===== src/shared/btac_pkg.sv =====
// Purpose: Constants and types for the bus time-out and alert control block
// Assumes: 10 MHz system clock, two-wire serial bus sampled synchronously
// Notes:   Pointer and upper slave address bits are fixed per build
package btac_pkg;
	// Register pointer of the control word on the serial bus
	localparam logic [7:0]  CTRL_PTR       = 8'h22;
	// Upper slave address bits; lower three come from the address pins
	localparam logic [3:0]  DEV_ADDR_HI    = 4'h3;
	localparam int          ADDR_PIN_W     = 3;
	localparam int          TO_DIS_BIT     = 7;
	localparam int          ALERT_DIS_BIT  = 0;
	localparam logic [15:0] CTRL_RESET     = 16'h0000;
	localparam logic [15:0] CTRL_WR_MASK   = 16'h0081;
	localparam logic [15:0] READ_ZERO      = 16'h0000;
	localparam logic [3:0]  BITS_PER_BYTE  = 4'h8;
	// Clock rate and bus time-out
	localparam int          CLK_FREQ_KHZ   = 10000;
	localparam int          TIMEOUT_US     = 25000;
	localparam int          TIMEOUT_CYCLES = TIMEOUT_US * CLK_FREQ_KHZ / 1000;
	localparam int          TO_CNT_W       = 20;

	// Gray codes along the write transfer path
	typedef enum logic [3:0] {
		BTAC_IDLE     = 4'h0,
		BTAC_ADDR     = 4'h1,
		BTAC_ADDR_ACK = 4'h3,
		BTAC_PTR      = 4'h2,
		BTAC_PTR_ACK  = 4'h6,
		BTAC_WR_DATA  = 4'h7,
		BTAC_WR_ACK   = 4'h5,
		BTAC_RD_DATA  = 4'h4,
		BTAC_RD_ACK   = 4'hc
	} btac_state_t;
endpackage


===== src/shared/btac_line_if.sv =====
// Purpose: Line events passed from the bus monitor to the transfer engine
// Assumes: All signals in the clk_sys domain
// Notes:   Event signals are one-cycle pulses
`timescale 1ns/1ps
interface btac_line_if;
	logic scl_rise;
	logic scl_fall;
	logic start;
	logic stop;
	logic timeout;
	logic sda_s;
	logic timeout_en;

	modport mon (
		output scl_rise,
		output scl_fall,
		output start,
		output stop,
		output timeout,
		output sda_s,
		input  timeout_en
	);
	modport core (
		input  scl_rise,
		input  scl_fall,
		input  start,
		input  stop,
		input  timeout,
		input  sda_s,
		output timeout_en
	);
endinterface


===== src/design/btac_line_mon.sv =====
// Purpose: Edge, start, stop and time-out detection on the serial bus lines
// Assumes: scl and sda are synchronous to clk_sys
// Notes:   Time-out counts only while enabled and the clock line is low
`timescale 1ns/1ps
module btac_line_mon #(
	parameter logic [19:0] TIMEOUT_CYC = 20'd250000
) (
	input  wire logic       clk_sys,
	input  wire logic       rst,
	input  wire logic       ce,
	input  wire logic       scl,
	input  wire logic       sda,
	btac_line_if.mon        line
);
	import btac_pkg::*;

	logic                scl_q_reg;
	logic                scl_d_reg;
	logic                sda_q_reg;
	logic                sda_d_reg;
	logic [TO_CNT_W-1:0] to_cnt_reg;
	logic [TO_CNT_W-1:0] to_cnt_next;
	logic                timeout_reg;
	logic                to_hit;

	assign line.scl_rise = scl_q_reg & ~scl_d_reg;
	assign line.scl_fall = ~scl_q_reg & scl_d_reg;
	assign line.start    = scl_q_reg & scl_d_reg & sda_d_reg & ~sda_q_reg;
	assign line.stop     = scl_q_reg & scl_d_reg & ~sda_d_reg & sda_q_reg;
	assign line.sda_s    = sda_q_reg;
	assign line.timeout  = timeout_reg;

	assign to_hit      = (to_cnt_reg == TIMEOUT_CYC - 20'd1);
	assign to_cnt_next = (line.timeout_en & ~scl_q_reg & ~to_hit) ?
		to_cnt_reg + 20'd1 : '0;

	always_ff @(posedge clk_sys) begin
		if (rst) begin
			scl_q_reg   <= 1'b1;
			scl_d_reg   <= 1'b1;
			sda_q_reg   <= 1'b1;
			sda_d_reg   <= 1'b1;
			to_cnt_reg  <= '0;
			timeout_reg <= 1'b0;
		end else if (ce) begin
			scl_q_reg   <= scl;
			scl_d_reg   <= scl_q_reg;
			sda_q_reg   <= sda;
			sda_d_reg   <= sda_q_reg;
			to_cnt_reg  <= to_cnt_next;
			timeout_reg <= line.timeout_en & ~scl_q_reg & to_hit; // [RULE3]
		end
	end
endmodule


===== src/design/btac_top.sv =====
// Purpose: Serial-bus slave holding the bus time-out and alert control word
// Assumes: External master drives the clock line; inputs synchronous
// Notes:   Data words go MSB byte first; other pointers read as zero
//
// Behaviour
// (RULE1) Act only as a bus slave answering an external clock-driving master.
// (RULE2) Assert the event output when temperature leaves the programmed limits.
// (RULE3) Bit 7 set disables the bus time-out; clear (default) enables it.
// (RULE4) Bit 0 set disables the bus alert; clear (default) enables it.
// (RULE5) Writes to both control bits are ignored while either lock is set.
// (RULE6) Reserved bits 15:8 and 6:1 read as zero and ignore writes.
`timescale 1ns/1ps
module btac_top #(
	parameter logic [19:0] TIMEOUT_CYC = 20'(btac_pkg::TIMEOUT_CYCLES)
) (
	input  wire logic                            clk_sys,
	input  wire logic                            rst,
	input  wire logic                            ce,
	input  wire logic                            scl_i,
	input  wire logic                            sda_i,
	output wire logic                            sda_o,
	output wire logic                            sda_oe,
	input  wire logic [btac_pkg::ADDR_PIN_W-1:0] addr_pins,
	input  wire logic                            crit_lock,
	input  wire logic                            window_lock,
	input  wire logic                            above_crit,
	input  wire logic                            above_window,
	input  wire logic                            below_window,
	output wire logic                            event_n,
	output wire logic                            bus_alert_n,
	output wire logic                            bus_timeout_disable,
	output wire logic                            bus_alert_disable
);
	import btac_pkg::*;

	btac_line_if line ();

	btac_state_t state_reg;
	btac_state_t state_next;
	logic [3:0]  bit_cnt_reg;
	logic [3:0]  bit_cnt_next;
	logic [7:0]  shift_reg;
	logic [7:0]  shift_next;
	logic [7:0]  tx_reg;
	logic [7:0]  tx_next;
	logic [7:0]  ptr_reg;
	logic [7:0]  ptr_next;
	logic [7:0]  hold_reg;
	logic [7:0]  hold_next;
	logic        rw_reg;
	logic        rw_next;
	logic        byte_idx_reg;
	logic        byte_idx_next;
	logic        acked_reg;
	logic        acked_next;
	logic        sda_oe_reg;
	logic        sda_oe_next;
	logic        sda_o_reg;
	logic [15:0] ctrl_reg;
	logic [15:0] ctrl_next;
	logic        event_n_reg;
	logic        alert_n_reg;
	logic        wr_commit;
	logic [7:0]  load_byte;

	wire         locked     = crit_lock | window_lock;
	wire         addr_match = (shift_reg[7:1] == {DEV_ADDR_HI, addr_pins});
	wire         byte_done  = line.scl_fall & (bit_cnt_reg == BITS_PER_BYTE);
	wire         ctrl_hit   = (ptr_reg == CTRL_PTR);
	wire [15:0]  rd_word    = ctrl_hit ? ctrl_reg : READ_ZERO;
	wire [15:0]  wr_word    = {hold_reg, shift_reg} & CTRL_WR_MASK; // [RULE6]
	wire         trip       = above_crit | above_window | below_window;
	wire         ctrl_wr_ok = wr_commit & ctrl_hit & ~locked; // [RULE5]

	assign line.timeout_en   = (state_reg != BTAC_IDLE) &
		~ctrl_reg[TO_DIS_BIT]; // [RULE3]
	assign sda_o               = sda_o_reg;
	assign sda_oe              = sda_oe_reg;
	assign event_n             = event_n_reg;
	assign bus_alert_n         = alert_n_reg;
	assign bus_timeout_disable = ctrl_reg[TO_DIS_BIT];
	assign bus_alert_disable   = ctrl_reg[ALERT_DIS_BIT];

	btac_line_mon #(
		.TIMEOUT_CYC (TIMEOUT_CYC)
	) u_mon (
		.clk_sys (clk_sys),
		.rst     (rst),
		.ce      (ce),
		.scl     (scl_i),
		.sda     (sda_i),
		.line    (line)
	);

	// Byte-level slave engine; only samples and drives data, never the clock
	always_comb begin
		state_next    = state_reg;
		bit_cnt_next  = bit_cnt_reg;
		shift_next    = shift_reg;
		tx_next       = tx_reg;
		ptr_next      = ptr_reg;
		hold_next     = hold_reg;
		rw_next       = rw_reg;
		byte_idx_next = byte_idx_reg;
		acked_next    = acked_reg;
		sda_oe_next   = sda_oe_reg;
		wr_commit     = 1'b0;
		load_byte     = byte_idx_reg ? rd_word[15:8] : rd_word[7:0];
		if (line.start) begin
			state_next   = BTAC_ADDR;
			bit_cnt_next = '0;
			sda_oe_next  = 1'b0;
		end else if (line.stop | line.timeout) begin
			state_next  = BTAC_IDLE; // [RULE3]
			sda_oe_next = 1'b0;
		end else begin
			unique case (state_reg)
			BTAC_IDLE: begin
			end
			BTAC_ADDR, BTAC_PTR, BTAC_WR_DATA: begin
				if (line.scl_rise) begin
					shift_next   = {shift_reg[6:0], line.sda_s};
					bit_cnt_next = bit_cnt_reg + 4'h1;
				end else if (byte_done) begin
					bit_cnt_next = '0;
					sda_oe_next  = 1'b1;
					if (state_reg == BTAC_ADDR) begin
						rw_next    = shift_reg[0];
						state_next = addr_match ? BTAC_ADDR_ACK : BTAC_IDLE;
						sda_oe_next = addr_match; // [RULE1]
					end else if (state_reg == BTAC_PTR) begin
						ptr_next   = shift_reg;
						state_next = BTAC_PTR_ACK;
					end else begin
						if (!byte_idx_reg)
							hold_next = shift_reg;
						wr_commit  = byte_idx_reg;
						state_next = BTAC_WR_ACK;
					end
				end
			end
			BTAC_ADDR_ACK: begin
				if (line.scl_fall) begin
					bit_cnt_next  = '0;
					byte_idx_next = 1'b0;
					if (rw_reg) begin
						state_next  = BTAC_RD_DATA;
						sda_oe_next = ~rd_word[15];
						tx_next     = {rd_word[14:8], 1'b0};
					end else begin
						state_next  = BTAC_PTR;
						sda_oe_next = 1'b0;
					end
				end
			end
			BTAC_PTR_ACK, BTAC_WR_ACK: begin
				if (line.scl_fall) begin
					sda_oe_next   = 1'b0;
					bit_cnt_next  = '0;
					byte_idx_next = (state_reg == BTAC_WR_ACK) ?
						~byte_idx_reg : 1'b0;
					state_next    = BTAC_WR_DATA;
				end
			end
			BTAC_RD_DATA: begin
				if (line.scl_rise) begin
					bit_cnt_next = bit_cnt_reg + 4'h1;
				end else if (byte_done) begin
					sda_oe_next = 1'b0;
					state_next  = BTAC_RD_ACK;
				end else if (line.scl_fall) begin
					sda_oe_next = ~tx_reg[7];
					tx_next     = {tx_reg[6:0], 1'b0};
				end
			end
			BTAC_RD_ACK: begin
				if (line.scl_rise) begin
					acked_next = ~line.sda_s;
				end else if (line.scl_fall) begin
					bit_cnt_next = '0;
					if (acked_reg) begin
						byte_idx_next = ~byte_idx_reg;
						state_next    = BTAC_RD_DATA;
						sda_oe_next   = ~load_byte[7];
						tx_next       = {load_byte[6:0], 1'b0};
					end else begin
						state_next = BTAC_IDLE;
					end
				end
			end
			endcase
		end
	end

	always_comb begin
		ctrl_next = ctrl_reg;
		if (ctrl_wr_ok)
			ctrl_next = wr_word; // [RULE3] [RULE4] [RULE5]
	end

	always_ff @(posedge clk_sys) begin
		if (rst) begin
			state_reg    <= BTAC_IDLE;
			bit_cnt_reg  <= '0;
			shift_reg    <= '0;
			tx_reg       <= '0;
			ptr_reg      <= '0;
			hold_reg     <= '0;
			rw_reg       <= 1'b0;
			byte_idx_reg <= 1'b0;
			acked_reg    <= 1'b0;
			sda_oe_reg   <= 1'b0;
			sda_o_reg    <= 1'b0;
			ctrl_reg     <= CTRL_RESET; // [RULE3] [RULE4]
			event_n_reg  <= 1'b1;
			alert_n_reg  <= 1'b1;
		end else if (ce) begin
			state_reg    <= state_next;
			bit_cnt_reg  <= bit_cnt_next;
			shift_reg    <= shift_next;
			tx_reg       <= tx_next;
			ptr_reg      <= ptr_next;
			hold_reg     <= hold_next;
			rw_reg       <= rw_next;
			byte_idx_reg <= byte_idx_next;
			acked_reg    <= acked_next;
			sda_oe_reg   <= sda_oe_next;
			sda_o_reg    <= 1'b0; // [RULE1]
			ctrl_reg     <= ctrl_next;
			event_n_reg  <= ~trip; // [RULE2]
			alert_n_reg  <= ~(trip & ~ctrl_reg[ALERT_DIS_BIT]); // [RULE4]
		end
	end
endmodule


===== config.mk =====
export PLATFORM = sky130hd
export DESIGN_NAME = btac_top
export DESIGN_NICKNAME = d
export VERILOG_FILES = /design/src/shared/btac_pkg.sv /design/src/shared/btac_line_if.sv /design/src/design/btac_line_mon.sv /design/src/design/btac_top.sv
export SDC_FILE = /design/constraint.sdc
export NUM_CORES = 1
export LEC_CHECK = 0
export BUFFER_PORTS_ARGS = -buffer_cell sky130_fd_sc_hd__buf_4
export CAP_MARGIN = 5
export CORE_MARGIN = 8
export CORE_UTILIZATION = 60
export DETAILED_ROUTE_END_ITERATION = 10
export PLACE_DENSITY = 0.79
export SLEW_MARGIN = 25
export SYNTH_ARGS = -nofsm -noshare
export SYNTH_HDL_FRONTEND = slang
export SYNTH_HIERARCHICAL = 1
export SYNTH_SLANG_ARGS = --single-unit

===== constraint.sdc =====
create_clock -name clk_sys -period 5.9 [get_ports clk_sys]
set_input_delay 0.885 -clock clk_sys [delete_from_list [all_inputs] [get_ports clk_sys]]
set_output_delay 0.885 -clock clk_sys [all_outputs]
set_load 0.01 [all_outputs]

# --- Word-level counts from Yosys, hierarchy flattened ---
# Index checks and enable logic that the tools add are counted.
totals:
  reg_bits: 65
  input_bits: 13
  out_inout_bits: 6
  elab_cells: 174
op_classes:
  n_addsub: 2
  n_eq_ne: 35
  n_mux: 64
  n_bitwise: 37
  reduce_logical: 18
op_table:
  columns: ["operator", "count"]
  rows:
  - ["two-way mux 8 bit", 10]
  - ["two-way mux 4 bit", 17]
  - ["inequality test 4 bit, second input constant", 10]
  - ["two-way mux 1 bit", 26]
  - ["case mux 8 bit (3 select lines)", 1]
  - ["adder 20 x 1 -> 20 bit, second input constant", 1]
  - ["== test 20 x 18 -> 1 bit, second input constant", 1]
  - ["two-way mux 20 bit", 1]
  - ["inequality test 2 bit, second input constant", 10]
  - ["case mux 4 bit (5 select lines)", 1]
  - ["NOT 1 bit", 17]
  - ["== test 4 x 3 -> 1 bit, second input constant", 4]
  - ["case mux 4 bit (4 select lines)", 1]
  - ["AND 1 bit", 15]
  - ["AND reduction 12 bit", 1]
  - ["AND reduction 11 bit", 1]
  - ["AND reduction 10 bit", 1]
  - ["AND reduction 5 bit", 2]
  - ["two-way mux 3 bit", 3]
  - ["AND reduction 9 bit", 1]
  - ["== test 4 x 2 -> 1 bit, second input constant", 2]
  - ["== test 4 bit, second input constant", 2]
  - ["== test 8 x 6 -> 1 bit, second input constant", 1]
  - ["AND reduction 8 bit", 1]
  - ["other kinds (19)", 26]

# --- Logic depth before layout (Yosys ltp) ---
logic_depth:
  depth_word: 11
  ltp_mapped: 10

# --- Cells and area by module ---
# The synthesis kept the hierarchy.
modules_own_cells:
  columns: ["module", "n_inst", "cells_per_inst", "area_each_um2", "seq_area_each_um2"]
  rows:
  - ["btac_top", 1, 285, 2301.0, 780.7]
  - ["btac_line_mon", 1, 130, 1158.6, 500.5]

# --- Least setup slack after synthesis ---
# Ideal clock, no wire load.
synth_timing:
  kind: "input to register"
  start: "input ce"
  end: "register bit_cnt_reg[1]"
  setup_time_ns: 0.070
  t_arrival_ns: 2.089
  path_slack_ns: 3.741
  cell_stages: 4
  cell_sequence: "clkbuf_1 o221ai_1 or4_1 a21oi_1"
synth_between:
  elab_chain_cells: 1
synth_rtl:
  columns: ["element", "line_no", "source"]
  rows:
  - ["start: declaration", "btac_top.sv:18", "input wire logic ce,"]
  - ["AND reduction 6 bit (no line)", null, null]
  - ["end signal: assignment", "btac_top.sv:219", "bit_cnt_reg <= bit_cnt_next;"]
  - ["end: declaration", "btac_top.sv:40", "logic [3:0] bit_cnt_reg;"]
# No other way between the ends.
# A chain may end at the register's enable or synchronous reset.

# --- Final worst setup path ---
layout_timing:
  start: "register state_reg[0]"
  end: "register shift_reg[7]"
layout_between:
  elab_chain_cells: 3
  elab_cells_between_ends: 5
layout_rtl:
  columns: ["element", "line_no", "source"]
  rows:
  - ["start: declaration", "btac_top.sv:38", "btac_state_t state_reg;"]
  - ["start signal: assignment", "btac_top.sv:218", "state_reg <= state_next;"]
  - ["== test 4 x 1 -> 1 bit (tied with other cells)", "btac_top.sv:117", "unique case (state_reg)"]
  - ["OR reduction 3 bit (*)", "btac_top.sv:117", null]
  - ["AND reduction 5 bit (no line) (*)", null, null]
  - ["end signal: assignment", "btac_top.sv:220", "shift_reg <= shift_next;"]
  - ["end: declaration", "btac_top.sv:42", "logic [7:0] shift_reg;"]
# Mark *: on every way between the ends. The rest lies on a longest branch, timed or not.

==> flow_results.org <==
** Timing
- Setup repair after global routing left no endpoint under its margin.
- Of the available clock period, the critical path in the final layout requires 0.472.
- For the final database, setup skew stands at 0.00535 ns.
- Setup violations remaining at the end of the flow were counted as 0.
- Slew at the pin closest to its max-slew limit :: 0.993 ns
- Hold timing on the final database bottoms out at a slack of 0.453 ns.
- Min Tclk post-route :: 2.79 ns
- Setup total negative slack :: 0 ns
- Maximum clock frequency :: 359 MHz
- The worst pin sits at a relative slew slack of 0.337.
- The max-slew violation count came to 0.
- Final hold viol count :: 0

** Pwr
- The worst-case IR drop observed on VDD is 0.279 mV.
- Of the total power, the share spent switching nets is 0.247.
- The share of total power dissipated in sequential elements is 0.435.
- For this design the static power due to leakage is 1.39 nW.
- Cell internal power was estimated by the tool at 0.795 mW.
- Clock Power Share :: 0.446
- PwrDens :: 279 nW/µm²
- For this design the total switching power over the nets is 0.261 mW.
- Combinational Power Share :: 0.119

** Synth
- Top_reg_cell synth :: sky130_fd_sc_hd__dfxtp_1
- Register area share after synthesis :: 0.370
- Yosys mapped the design onto 63 distinct sky130hd cell types.
- Mapped Area :: 3460 µm²
- Synthesized Nets :: 431
- Count of mapped cells out of synthesis :: 415
- Post-synthesis async set-or-reset flop share :: 0
- Dividing the synthesized area by the synthesized cell count gives 8.34 µm².
- Counting flops with a built-in enable in the synthesized netlist gives 0.
- For this run, the number of Yosys warnings is 6.
- After synthesis the netlist holds a flip-flop and latch count of 64.

** CTS
- Maximum root-to-sink buffer count :: 2
- TritonCTS created 9 clock buffers.
- TritonCTS built the clock tree.
- The H-tree was split into 3 levels.
- Post-CTS timing repair inserted 0 buffers for setup.
- Post_cts resized :: 0
- Clock latency on the worst-skew pair, taken at its later pin, is 0.34 ns.
- Buffer cell driving the clock tree root :: sky130_fd_sc_hd__clkbuf_8
- Quantity of hold-fixing buffers added after cts :: 0
- CTS clk-pin slew, worst paths :: 0.07 ns
- Clock tree synthesis found a total of 64 sinks.

** Run status
- The flow ran to the end, and the final reports show no timing, DRC or antenna violations.

** Worst setup path
- The critical path goes through nor4b_1, a31o_2, and3_1, mux2i_1, nor2_1.
- Start-to-end type of the worst setup path :: flip-flop to flip-flop
- FF-to-FF path depth :: 5
- Register-to-register path setup slack :: 3.11 ns
- End of the critical path :: shift_reg[7]
- Critical path arrival :: 3.01 ns
- On the worst path, the slowest cell contributes a delay of 0.97 ns.
- Maximum net fanout on the critical path :: 28
- The worst setup path is launched from a flip-flop.
- The worst setup path is captured at a flip-flop.
- The critical path starts at state_reg[0].
- The largest individual stage delay along the critical path comes from the cell sky130_fd_sc_hd__dfxtp_1.
- Required arrival time at the worst endpoint :: 6.12 ns
- The worst register-to-register path begins at state_reg[0].
- The endpoint identified for the worst register-to-register timing path is shift_reg[7].

** Global route
- Number of global-route vias before repair :: 2,783
- The initial antenna violation count is 0.
- The first global-routing pass estimated 12.7 mm of wire.
- Total congestion overflow after global routing :: 0
- Pin count of the biggest net entering global routing :: 52
- For this run, the total global-route usage over all layers was measured as 0.182.

** Finish
- The register with the most flip-flops in the layout has 20 of them.
- Nets@finish :: 435
- In the final layout, the share of cells above drive strength 1 is 0.108.
- Area of combinational cells with multiple inputs :: 2000 µm²
- Once layout is complete, the cells apart from fillers number 496.
- Layout Area Growth over Synthesis :: 9.40%
- Footprint of the flip-flops and latches :: 1280 µm²
- Fill cells in the final layout number 447.
- Diode insertion count for antenna repair :: 0

** Die
- The region available for standard cell placement spans 5540 µm².
- 19 I/O pins were placed.
- From left edge to right edge, the die measures 91.9 µm.
- The initial utilization of the core area, before any placement, comes to 0.624.
- Floorplan die height :: 91.9 µm
- Area of the die :: 8450 µm²
- In this run the core area contains 27 standard-cell rows.

** Placement
- At the end of routability-driven placement, the weighted congestion stood at 0.901.
- Port buffering added 17 buffers.
- Placed Cells incl. Taps :: 480
- After legalization and detailed placement, the total HPWL measured 4.97 mm.

** Drt
- Once detail routing completed, the nets flagged for antenna violations numbered 0.
- For this block, the routed nets add up to 7.48 mm of wire.
- Via density per instance :: 5.96
- Drt initial violations :: 255
- In the final routed layout, each cell accounts on average for 15.1 µm.
- Final routed DRC violation total :: 0
- DR vias :: 2,954
- Iteration count of the initial detailed-routing pass :: 4

** Min path
- In this run the worst hold path is classified as flip-flop to flip-flop.

** Flow run
- Max-Cap Viols :: 0
## synthesized netlist by cell type, types with 2 or more instances
library cell | n | area (µm²)
sky130_fd_sc_hd__o22ai_1 | 2 | 12.5
sky130_fd_sc_hd__inv_1 | 8 | 30.0
sky130_fd_sc_hd__buf_6 | 5 | 56.3
sky130_fd_sc_hd__and3_1 | 8 | 50.1
sky130_fd_sc_hd__a211o_1 | 5 | 43.8
sky130_fd_sc_hd__nand3_2 | 2 | 20.0
sky130_fd_sc_hd__a31oi_1 | 3 | 18.8
sky130_fd_sc_hd__nand4_1 | 7 | 43.8
sky130_fd_sc_hd__nor2_1 | 60 | 225
sky130_fd_sc_hd__xor2_1 | 19 | 166
sky130_fd_sc_hd__dfxtp_1 | 64 | 1280
sky130_fd_sc_hd__a22oi_1 | 2 | 15.0
sky130_fd_sc_hd__nor2b_1 | 16 | 100
sky130_fd_sc_hd__and4_1 | 2 | 17.5
sky130_fd_sc_hd__o21ai_0 | 11 | 55.1
sky130_fd_sc_hd__nor4b_1 | 4 | 35.0
sky130_fd_sc_hd__mux2i_1 | 22 | 220
sky130_fd_sc_hd__ha_1 | 3 | 37.5
sky130_fd_sc_hd__or3_1 | 3 | 18.8
sky130_fd_sc_hd__o211ai_1 | 4 | 30.0
sky130_fd_sc_hd__xnor2_1 | 5 | 43.8
sky130_fd_sc_hd__nand3_1 | 24 | 120
sky130_fd_sc_hd__clkbuf_1 | 10 | 37.5
sky130_fd_sc_hd__nor3_1 | 8 | 40.0
sky130_fd_sc_hd__nor4_1 | 3 | 18.8
sky130_fd_sc_hd__buf_4 | 3 | 22.5
sky130_fd_sc_hd__nor3b_1 | 5 | 37.5
sky130_fd_sc_hd__buf_2 | 5 | 25.0
sky130_fd_sc_hd__a21oi_1 | 28 | 140
sky130_fd_sc_hd__nand2_1 | 32 | 120
sky130_fd_sc_hd__nand3b_1 | 3 | 22.5
sky130_fd_sc_hd__nand2b_1 | 5 | 31.3
sky130_fd_sc_hd__and2_1 | 4 | 25.0
## cell usage in the layout, fill, tap and decap left out, drive strengths merged, types with 2 or more instances in the layout
| cell type | Yosys | layout |
|---|---|---|
| a211o | 5 | 5 |
| a21oi | 28 | 28 |
| a22oi | 2 | 2 |
| a31oi | 4 | 4 |
| and2 | 5 | 5 |
| and3 | 8 | 8 |
| and4 | 2 | 2 |
| buf | 13 | 17 |
| bufinv | 0 | 3 |
| clkbuf | 11 | 11 |
| dfxtp | 64 | 64 |
| ha | 3 | 3 |
| inv | 8 | 8 |
| mux2i | 22 | 22 |
| nand2 | 32 | 32 |
| nand2b | 5 | 5 |
| nand3 | 26 | 26 |
| nand3b | 3 | 3 |
| nand4 | 7 | 7 |
| nor2 | 61 | 61 |
| nor2b | 16 | 16 |
| nor3 | 9 | 9 |
| nor3b | 7 | 7 |
| nor4 | 3 | 3 |
| nor4b | 5 | 5 |
| o211ai | 4 | 4 |
| o21ai | 12 | 12 |
| o22ai | 3 | 3 |
| or3 | 3 | 3 |
| xnor2 | 5 | 5 |
| xor2 | 19 | 19 |
## worst min path at each step
stage                   start        end  slack (ns)  cells past startpoint
floorplan           tx_reg[7]  tx_reg[7]        0.43                      2
global placement    tx_reg[6]  tx_reg[6]        0.44                      2
CTS                 tx_reg[2]  tx_reg[2]        0.46                      2
detailed placement  tx_reg[3]  tx_reg[3]        0.45                      2
finish              tx_reg[2]  tx_reg[2]        0.45                      2
global route        tx_reg[2]  tx_reg[2]        0.48                      2
## area by class of cell
class | instances | area share
clock buffers | 11 | 0.0400
clock inverters | 5 | 0.0271
inverters | 8 | 0.00793
multi-input cells | 319 | 0.529
flip-flops and latches | 64 | 0.339
well taps | 72 | 0.0238
repair buffers | 17 | 0.0337
## power groups by stage
stage,clock network [mW],registers (mW),logic (mW)
finish,0.471,0.459,0.126
global route,0.502,0.461,0.139
CTS,0.479,0.459,0.125
detailed placement,0,0.468,0.122
global placement,0,0.467,0.120
floorplan,0,0.453,0.114
## logic make-up after synthesis
group / after synthesis / synth area share
simple gates: 199 / 0.309
compound gates: 70 / 0.133
flops: 64 / 0.370
buf+inv: 32 / 0.0510
xor+xnor: 24 / 0.0608
mux: 22 / 0.0637
fa+ha+maj: 3 / 0.0109
other cells: 1 / 0.00108
## routing by layer
metal,GRT usage,wire (µm),part of all wire
met4,0.0872,163,0.022
met1,0.222,3480,0.46
met3,0.0489,300,0.040
met2,0.291,3540,0.47
met5,0,0,0
## worst max-delay path, delay by kind of cell (launching register included)
kind,cells,cell delay (ns)
multiplexers,1,0.26
AO/OA/AOI/OAI,1,0.28
AND/OR/NAND/NOR,3,1.15
flip-flops,1,0.97
## metrics by stage
step                      power [mW]  utilization  setup WS [ns]  instance area, µm²
after detailed placement       0.590        0.637           3.05                3530
after global placement         0.587        0.637           3.19                3530
final                           1.06        0.683           3.11                3780
after global routing            1.10        0.683           2.90                3780
after CTS                       1.06        0.683           3.15                3780
after floorplan                0.567            -           3.74                3460
No activity file was read; power rests on OpenSTA's default activity.
